### config.mk
export PLATFORM = sky130hd
export DESIGN_NAME = srp_port
export DESIGN_NICKNAME = d
export VERILOG_FILES = /design/src/rtl/srp_pkg.sv /design/src/rtl/srp_port.sv
export VERILOG_INCLUDE_DIRS = /design/src /design/src/rtl
export SDC_FILE = /design/constraint.sdc
export NUM_CORES = 1
export LEC_CHECK = 0
export ABC_AREA = 1
export BUFFER_PORTS_ARGS = -buffer_cell sky130_fd_sc_hd__buf_2
export CAP_MARGIN = 20
export CORE_MARGIN = 1
export CORE_UTILIZATION = 45
export CTS_CLUSTER_SIZE = 24
export DETAILED_ROUTE_END_ITERATION = 8
export PLACE_DENSITY_LB_ADDON = 0.2
export SYNTH_ARGS = -nofsm -noshare
export SYNTH_HDL_FRONTEND = slang
export SYNTH_SLANG_ARGS = --single-unit
### constraint.sdc
create_clock -name ref_clk -period 1.55 [get_ports ref_clk]
set_input_delay 0.2325 -clock ref_clk [delete_from_list [all_inputs] [get_ports ref_clk]]
set_output_delay 0.2325 -clock ref_clk [all_outputs]
set_load 0.02 [all_outputs]
### src/rtl/srp_defs.svh
// constants of the serial register port with read checksum
`ifndef SRP_DEFS_SVH
`define SRP_DEFS_SVH
`define SRP_CMD_BITS 5'd8
`define SRP_CMD_WR_BIT 7
`define SRP_ADDR_W 6
`define SRP_DATA_W 24
`define SRP_CHK_W 6
`define SRP_CHK_ADDR 6'h3E
`define SRP_CHK_BITS 5'd6
`define SRP_MAX_BITS 5'd24
`endif

### src/rtl/srp_pkg.sv
// types of the serial register port
package srp_pkg;
  typedef enum logic [1:0] {
    SRP_ST_IDLE = 2'b00,
    SRP_ST_CMD = 2'b01,
    SRP_ST_WDATA = 2'b10,
    SRP_ST_RDATA = 2'b11
  } srp_state_type;
endpackage

### src/rtl/srp_port.sv
// serial register port: command byte, register read/write, read checksum
`timescale 1ns/100ps
`default_nettype none
`include "srp_defs.svh"
// Operation
// - after reset, a chip select falling edge enters command mode.
// - each transfer starts with a command byte, first byte in command mode.
// - command is 8 bits; top bit selects direction, low 6 bits address.
// - transfer ends only after the register LSB crosses the link.
// - checksum is cleared before the first read data bit goes out.
// - each read bit driven on a rising edge is added to the checksum.
// - reading the checksum register recomputes checksum over that read.
// - link timing depends only on the serial clock, not master clock; here sclk, din and cs_n are sampled on ref_clk.
// - top command bit 1 means write, 0 means read.
// - input sampled on falling edges, output changed on rising edges.
// - chip select rising mid-transfer aborts and floats serial output.
// - data moves MSB byte first, right justified, unused upper bits ignored.
module srp_port
  import srp_pkg::*;
(
  input wire logic ref_clk,
  input wire logic rstn,
  input wire logic sclk,
  input wire logic din,
  input wire logic cs_n,
  output logic dout,
  output logic dout_oe,
  output logic [5:0] reg_addr,
  input wire logic [4:0] reg_bits,
  input wire logic [23:0] reg_rd_data,
  output logic reg_rd_stb,
  output logic reg_wr_stb,
  output logic [7:0] reg_wr_byte,
  output logic [1:0] reg_wr_idx,
  output logic [5:0] chk_value
);
  logic sclk_s1, sclk_s2, sclk_s3;
  logic din_s1, din_s2;
  logic cs_s1, cs_s2, cs_s3;
  logic sclk_rise, sclk_fall, cs_rise, cs_fall;
  srp_state_type state_r;
  logic [4:0] cnt_r;
  logic [7:0] cmd_sh_r;
  logic cmd_done;
  logic ld_r;
  logic wr_dir_r;
  logic [4:0] tot_r;
  logic [4:0] bits_eff;
  logic [1:0] nbytes;
  logic [23:0] rd_sh_r;
  logic [7:0] wsh_r;
  logic [7:0] wbyte_nxt;
  logic [7:0] wmask;
  logic [5:0] chk_r;
  logic dout_r, oe_r;
  logic wr_stb_r;
  logic [7:0] wr_byte_r;
  logic [1:0] wr_idx_r;
  logic [5:0] addr_r;
  logic rd_done;

  // sclk, din and cs_n cross into ref_clk; link timing rides on sclk edges only
  always_ff @(posedge ref_clk or negedge rstn) begin
    if (!rstn) begin
      sclk_s1 <= 1'b1;
      sclk_s2 <= 1'b1;
      sclk_s3 <= 1'b1;
      din_s1 <= 1'b0;
      din_s2 <= 1'b0;
      cs_s1 <= 1'b1;
      cs_s2 <= 1'b1;
      cs_s3 <= 1'b1;
    end else begin
      sclk_s1 <= sclk;
      sclk_s2 <= sclk_s1;
      sclk_s3 <= sclk_s2;
      din_s1 <= din;
      din_s2 <= din_s1;
      cs_s1 <= cs_n;
      cs_s2 <= cs_s1;
      cs_s3 <= cs_s2;
    end
  end

  // sclk is ignored while deselected, so clock noise on a shared bus is safe
  assign sclk_rise = sclk_s2 & ~sclk_s3 & ~cs_s2;
  assign sclk_fall = ~sclk_s2 & sclk_s3 & ~cs_s2;
  assign cs_rise = cs_s2 & ~cs_s3;
  // sync flops reset high: a chip select tied low still yields one fall
  assign cs_fall = ~cs_s2 & cs_s3;

  assign cmd_done = (state_r == SRP_ST_CMD) && sclk_fall &&
                    (cnt_r == `SRP_CMD_BITS - 5'd1);
  assign rd_done = (state_r == SRP_ST_RDATA) && sclk_fall && (cnt_r == tot_r);

  // byte count from the addressed register width; checksum is one byte
  assign bits_eff = (addr_r == `SRP_CHK_ADDR) ? `SRP_CHK_BITS :
                    (reg_bits == 5'd0) ? `SRP_MAX_BITS : reg_bits;
  assign nbytes = 2'((bits_eff + 5'd7) >> 3);
  assign wmask = (bits_eff[2:0] == 3'd0) ? 8'hFF :
                 ~(8'hFF << bits_eff[2:0]);
  assign wbyte_nxt = {wsh_r[6:0], din_s2};

  always_ff @(posedge ref_clk or negedge rstn) begin
    if (!rstn) begin
      state_r <= SRP_ST_IDLE;
    end else if (cs_rise) begin
      state_r <= SRP_ST_IDLE;
    end else if (cs_fall) begin
      state_r <= SRP_ST_CMD;
    end else if (cmd_done) begin
      // first byte in command mode is always the command
      if (cmd_sh_r[6] == 1'b1) begin
        state_r <= SRP_ST_WDATA;
      end else begin
        state_r <= SRP_ST_RDATA;
      end
    end else if (rd_done) begin
      state_r <= SRP_ST_CMD;
    end else if (state_r == SRP_ST_WDATA && sclk_fall &&
                 cnt_r == tot_r - 5'd1) begin
      state_r <= SRP_ST_CMD;
    end
  end

  always_ff @(posedge ref_clk or negedge rstn) begin
    if (!rstn) begin
      cnt_r <= 5'd0;
      cmd_sh_r <= 8'h00;
      addr_r <= 6'h00;
      wr_dir_r <= 1'b0;
      ld_r <= 1'b0;
    end else begin
      ld_r <= cmd_done;
      if (cs_rise || cs_fall || cmd_done || rd_done) begin
        cnt_r <= 5'd0;
      end else if (state_r == SRP_ST_WDATA && sclk_fall &&
                   cnt_r == tot_r - 5'd1) begin
        cnt_r <= 5'd0;
      end else if ((state_r == SRP_ST_RDATA && sclk_rise) ||
                   ((state_r == SRP_ST_CMD || state_r == SRP_ST_WDATA) &&
                    sclk_fall)) begin
        cnt_r <= cnt_r + 5'd1;
      end
      if (state_r == SRP_ST_CMD && sclk_fall) begin
        cmd_sh_r <= {cmd_sh_r[6:0], din_s2};
      end
      if (cmd_done) begin
        addr_r <= {cmd_sh_r[4:0], din_s2};
        wr_dir_r <= cmd_sh_r[`SRP_CMD_WR_BIT - 1];
      end
    end
  end

  // read shifter: whole register snapshot, left aligned, MSB first
  always_ff @(posedge ref_clk or negedge rstn) begin
    if (!rstn) begin
      tot_r <= `SRP_MAX_BITS;
      rd_sh_r <= 24'h000000;
      dout_r <= 1'b0;
      oe_r <= 1'b0;
    end else begin
      if (ld_r) begin
        tot_r <= {nbytes, 3'b000};
        if (addr_r == `SRP_CHK_ADDR) begin
          // snapshot taken before the clear, then recounted
          rd_sh_r <= {chk_r, 2'b00, 16'h0000} >> 2;
        end else begin
          rd_sh_r <= reg_rd_data << (`SRP_MAX_BITS - {nbytes, 3'b000});
        end
      end else if (state_r == SRP_ST_RDATA && sclk_rise) begin
        rd_sh_r <= {rd_sh_r[22:0], 1'b0};
      end
      if (state_r == SRP_ST_RDATA && sclk_rise) begin
        dout_r <= rd_sh_r[23];
        oe_r <= 1'b1;
      end
      if (cs_rise || rd_done || state_r != SRP_ST_RDATA) begin
        oe_r <= 1'b0;
      end
    end
  end

  always_ff @(posedge ref_clk or negedge rstn) begin
    if (!rstn) begin
      chk_r <= 6'h00;
    end else if (ld_r && !wr_dir_r) begin
      chk_r <= 6'h00;
    end else if (state_r == SRP_ST_RDATA && sclk_rise) begin
      chk_r <= chk_r + {5'd0, rd_sh_r[23]};
    end
  end

  // a byte cut short by chip select never reaches the register
  always_ff @(posedge ref_clk or negedge rstn) begin
    if (!rstn) begin
      wsh_r <= 8'h00;
      wr_stb_r <= 1'b0;
      wr_byte_r <= 8'h00;
      wr_idx_r <= 2'd0;
    end else begin
      wr_stb_r <= 1'b0;
      if (state_r == SRP_ST_WDATA && sclk_fall && !cs_rise) begin
        wsh_r <= wbyte_nxt;
        if (cnt_r[2:0] == 3'd7) begin
          wr_stb_r <= 1'b1;
          wr_idx_r <= cnt_r[4:3];
          if (cnt_r[4:3] == 2'd0) begin
            wr_byte_r <= wbyte_nxt & wmask;
          end else begin
            wr_byte_r <= wbyte_nxt;
          end
        end
      end
    end
  end

  assign dout = dout_r;
  assign dout_oe = oe_r;
  assign reg_addr = addr_r;
  assign reg_rd_stb = ld_r & ~wr_dir_r;
  assign reg_wr_stb = wr_stb_r;
  assign reg_wr_byte = wr_byte_r;
  assign reg_wr_idx = wr_idx_r;
  assign chk_value = chk_r;
endmodule
`default_nettype wire

==> impl_summary.log <==
INFO  metric finish.instance_area = 6190 um^2
INFO  metric timing.final.crit_period = 1.745 ns
INFO  metric synth_async_sr_flop_share = 100.0%
INFO  metric worst-endpoint-arrival = 2.03 ns
INFO  metric synth.yosys.warnings = 0
INFO  metric cap_viol_max_count = 0
INFO  metric grt-ovfl-total = 0
INFO  metric cts.root.buffer_cell = clkbuf_8
INFO  metric dpl.cell_count = 726
INFO  metric use_met1 = 32.35%
INFO  metric grtUsageMet3 = 3.654%
INFO  metric timing.max_slew.rel_slack = 70.95%
INFO  metric place_hpwl = 7.377 mm
INFO  metric vias_per_cell = 5.289
INFO  metric fin_cells = 769
INFO  metric status = finished, violations left
INFO  metric routed_wire_length_per_instance = 15.51 um
INFO  metric setup_violations = 55
INFO  metric fin_ws = -0.1948 ns
INFO  metric synth_cell_types = between 40 and 50
INFO  metric detailedRoute.firstPassIterationCount = 4
INFO  metric finClkSkew = around 0.012 ns
INFO  metric violations = negative setup slack
INFO  metric cell_internal_pwr = 3.081 mW
INFO  metric layout_worst_path_cycle_share = 112.6%
INFO  metric synth_top_area_share = 43.36%
INFO  metric placement.cell_area = 5110 um^2
INFO  metric holdPathEnd = rd_sh_r[4]
INFO  metric netlist_instances = between 500 and 600
INFO  metric route.detailed.drc = 0
INFO  metric worst_hold_path_type = input port to flip-flop
INFO  metric timing_max_transition_violations_final = 0
INFO  metric cts.clk_slew.worst_paths = 0.09 ns
INFO  metric ff_latch_area = 2069 um^2
INFO  metric cts_inserted_buffers = 9
INFO  metric drtIter0Drc = 202
INFO  metric globalRouteTotalUtil = a little under a quarter
INFO  metric ys_top_cells_by_area = dfrtp_1 (43%), nand2_1 (13%), o21ai_0 (6.0%)
INFO  metric power.sequential.fraction = 52.3%
INFO  metric ios = 60
INFO  metric dr_total_vias = a little over 4k
INFO  metric seq_area_frac_synth = 48.29%
INFO  metric clock_insertion_delay_worst_skew = 0.36 ns
INFO  metric holdCritStartpoint = reg_rd_data[4]
INFO  metric gate_power_share = 14.6%
INFO  metric timing_worst_slew_pin_value = roughly 0.44 ns
INFO  metric rsz0062_at_grt = yes
INFO  metric power.density_cell_area = slightly below 700 nW/um^2
INFO  metric worstReg2RegEnd = cnt_r[3]
INFO  metric grt_antenna_before_repair = 0
INFO  metric grt_max_degree = 30
INFO  metric timing.reg2reg.worst_path_depth = 9
INFO  metric cts-root-to-sink-buffers = 2
INFO  metric cp-end-kind = flip-flop
INFO  metric die-width = about 99 um
INFO  metric grt_pass1_wl = 17.82 mm
INFO  metric num-fill-cells = roughly 710
INFO  metric synth_largest_area_cell = dfrtp_1
INFO  metric post-route-util = about two thirds
INFO  metric synth_seq_cells = 82
INFO  metric vias_in_the_first_global_route = 3748
INFO  metric worst_r2r_startpoint = sclk_s3
INFO  metric crit_path_max_fanout = 3
INFO  metric timing.fmax = 573.1 MHz
INFO  metric critical_path_required = 1.84 ns
INFO  metric synth_edf_count = 0
INFO  metric reg2reg_slack = -0.19 ns
INFO  metric synth_fp_nets = 558
INFO  metric placer_congestion = about 0.85
INFO  metric total_switching_power = 1.223 mW
INFO  metric port_buffers = 59
INFO  metric multi_input_area = approximately 2500 um^2
INFO  metric worst-setup-path-type = flip-flop to flip-flop
INFO  metric critical_path.startpoint_type = flip-flop
INFO  metric rows = 35
INFO  metric groute.layer.met2.usage = between 30% and 40%
INFO  metric placeableCoreArea = 9196 um^2
INFO  metric clock_power_share = between 30% and 40%
INFO  metric final_net_count = 698
INFO  metric die_y = 99.42 um
INFO  metric routed_wirelength = 11.93 mm
INFO  metric clock_sink_count = between 80 and 90
INFO  metric route.antenna.remaining_nets = 0
INFO  metric cts-htree-levels = 3
INFO  metric synthesis.area_per_instance = roughly 8.3 um^2
INFO  metric vdd.ir_drop.worst = 0.0004634 V
INFO  metric grt_busiest_layer = met2
INFO  metric diodes = 0
INFO  metric layout-drive-gt1-share = roughly half
INFO  metric netSwitchingFraction = between 20% and 30%
INFO  metric tritoncts = done
INFO  metric post_synth_instance_area = around 4300 um^2
INFO  metric die_area = 9883 um^2
INFO  metric timing_hold_violations_final = 0
INFO  metric areaGrowthSynthToFinish = 44.95%
INFO  metric floorplan.initialDensity = a little under half
INFO  metric leakage = slightly below 3 nW
INFO  metric timing.hold.worst_path_depth = 3
INFO  metric synth_top_flop_cell = dfrtp_1
## cells in the mapped netlist (all sizes together), types with 3 or more instances
master and number:
xor2 4, a211oi 3, a21oi 22, nor3 9, inv 48, buf 6
nand4 3, nor2 45, clkbuf 10, o21ai 53, ha 11, dfstp 8
nand3 37, nand2 164, dfrtp 74
## critical path: stages (launching register included)
cell and delay [ns]:
dfstp_2 0.54, inv_2 0.05, nor3_4 0.22, inv_2 0.09, o21ai_2 0.23, inv_1 0.11
nor2_2 0.11, nand3_1 0.10, xor2_1 0.15, nor2_1 0.08
## worst max-delay path by stage
stage | start | endpoint | slack, ns
after floorplan | reg_addr[3] | reg_wr_byte[1] | -0.13
after global placement | reg_addr[3] | rd_sh_r[23] | -0.1
after detailed placement | reg_addr[2] | rd_sh_r[1] | -0.15
after CTS | reg_addr[4] | rd_sh_r[22] | -0.09
after global routing | sclk_s3 | state_r[0] | -0.30
final | sclk_s3 | cnt_r[3] | -0.19
## logic make-up (layout without fill, tap and decap cells)
| group | count (synthesis) | after routing | synth area share, % |
|---|---|---|---|
| compound gates | 85 | 85 | 10.90 |
| xor+xnor | 5 | 5 | 1.025 |
| fa+ha+maj | 11 | 11 | 3.223 |
| buf+inv | 65 | 207 | 7.002 |
| flops | 82 | 82 | 48.29 |
| mux | 1 | 1 | 0.2637 |
| simple gates | 264 | 267 | 29.30 |
## repair_timing
item                       4_1_cts  5_1_grt
pin swaps                       31       40
gates resized for setup         64      122
hold endpoints to repair        28        0
gates cloned                     3        3
setup endpoints to repair       50       60
setup buffers                    6       13
hold buffers                     4        0
## power by group through the flow
stage / clock [mW] / combinational [mW] / sequential [mW]
after detailed placement: 0 / 0.457 / 2.29
after floorplan: 0 / 0.255 / 2.28
after CTS: 1.45 / 0.541 / 2.25
after global placement: 0 / 0.449 / 2.29
after global routing: 1.54 / 0.692 / 2.26
final: 1.42 / 0.629 / 2.25
## stage by stage
step	setup TNS, ns	hold slack, ns	total power, mW	worst slack [ns]
6_report	-5.281	0.1440	4.304	-0.1948
5_1_grt	-9.938	0.1440	4.493	-0.2999
4_1_cts	-1.490	0.1333	4.240	-0.09158
3_5_place_dp	-3.056	0.1965	2.746	-0.1454
3_3_place_gp	-1.470	0.1966	2.735	-0.09887
2_1_floorplan	-1.090	-0.06309	2.534	-0.1320
## area by class of cell
cell class / count / area share [%]
Tap cell: 111 / 2.244
Timing Repair inverter: 1 / 0.1011
Clock buffer: 11 / 2.284
Sequential cell: 82 / 33.43
Inverter: 49 / 3.416
Clock inverter: 5 / 0.4851
Multi-Input combinational cell: 369 / 40.87
Timing Repair Buffer: 141 / 17.16
## placed cells by master (no fill, tap or decap), types with 4 or more instances in the layout
master,n
buf_6,15
dfstp_2,8
a21oi_2,13
buf_4,57
a21oi_1,8
nand2_8,8
buf_2,58
dfrtp_1,68
o21ai_2,10
inv_2,11
nand2_4,10
nand3_4,6
nand3_1,17
dfrtp_2,6
nor2_2,4
nor2_4,9
nor3_1,4
inv_4,4
nand3_2,14
nand2_1,110
clkbuf_8,10
nand2_2,39
o21ai_0,28
ha_1,7
o21ai_1,14
nor2_1,32
buf_12,4
dlygate4sd3_1,4
inv_1,32
## flip-flops by register name, indices dropped and copies added (netlist names), 2 cells and up
name         cells
state_r          2
reg_addr         6
wsh_r            7
rd_sh_r         24
reg_wr_idx       2
chk_value        6
tot_r            2
cmd_sh_r         7
cnt_r            5
reg_wr_byte      8
## layer usage
| layer | vias to the layer above | wire (um) |
|---|---|---|
| met3 | 22 | 572 |
| met5 | - | 0 |
| li1 | 1949 | - |
| met4 | 0 | 276 |
| met1 | 1977 | 5406 |
| met2 | 119 | 5674 |
(Power assumes the default switching activity.)
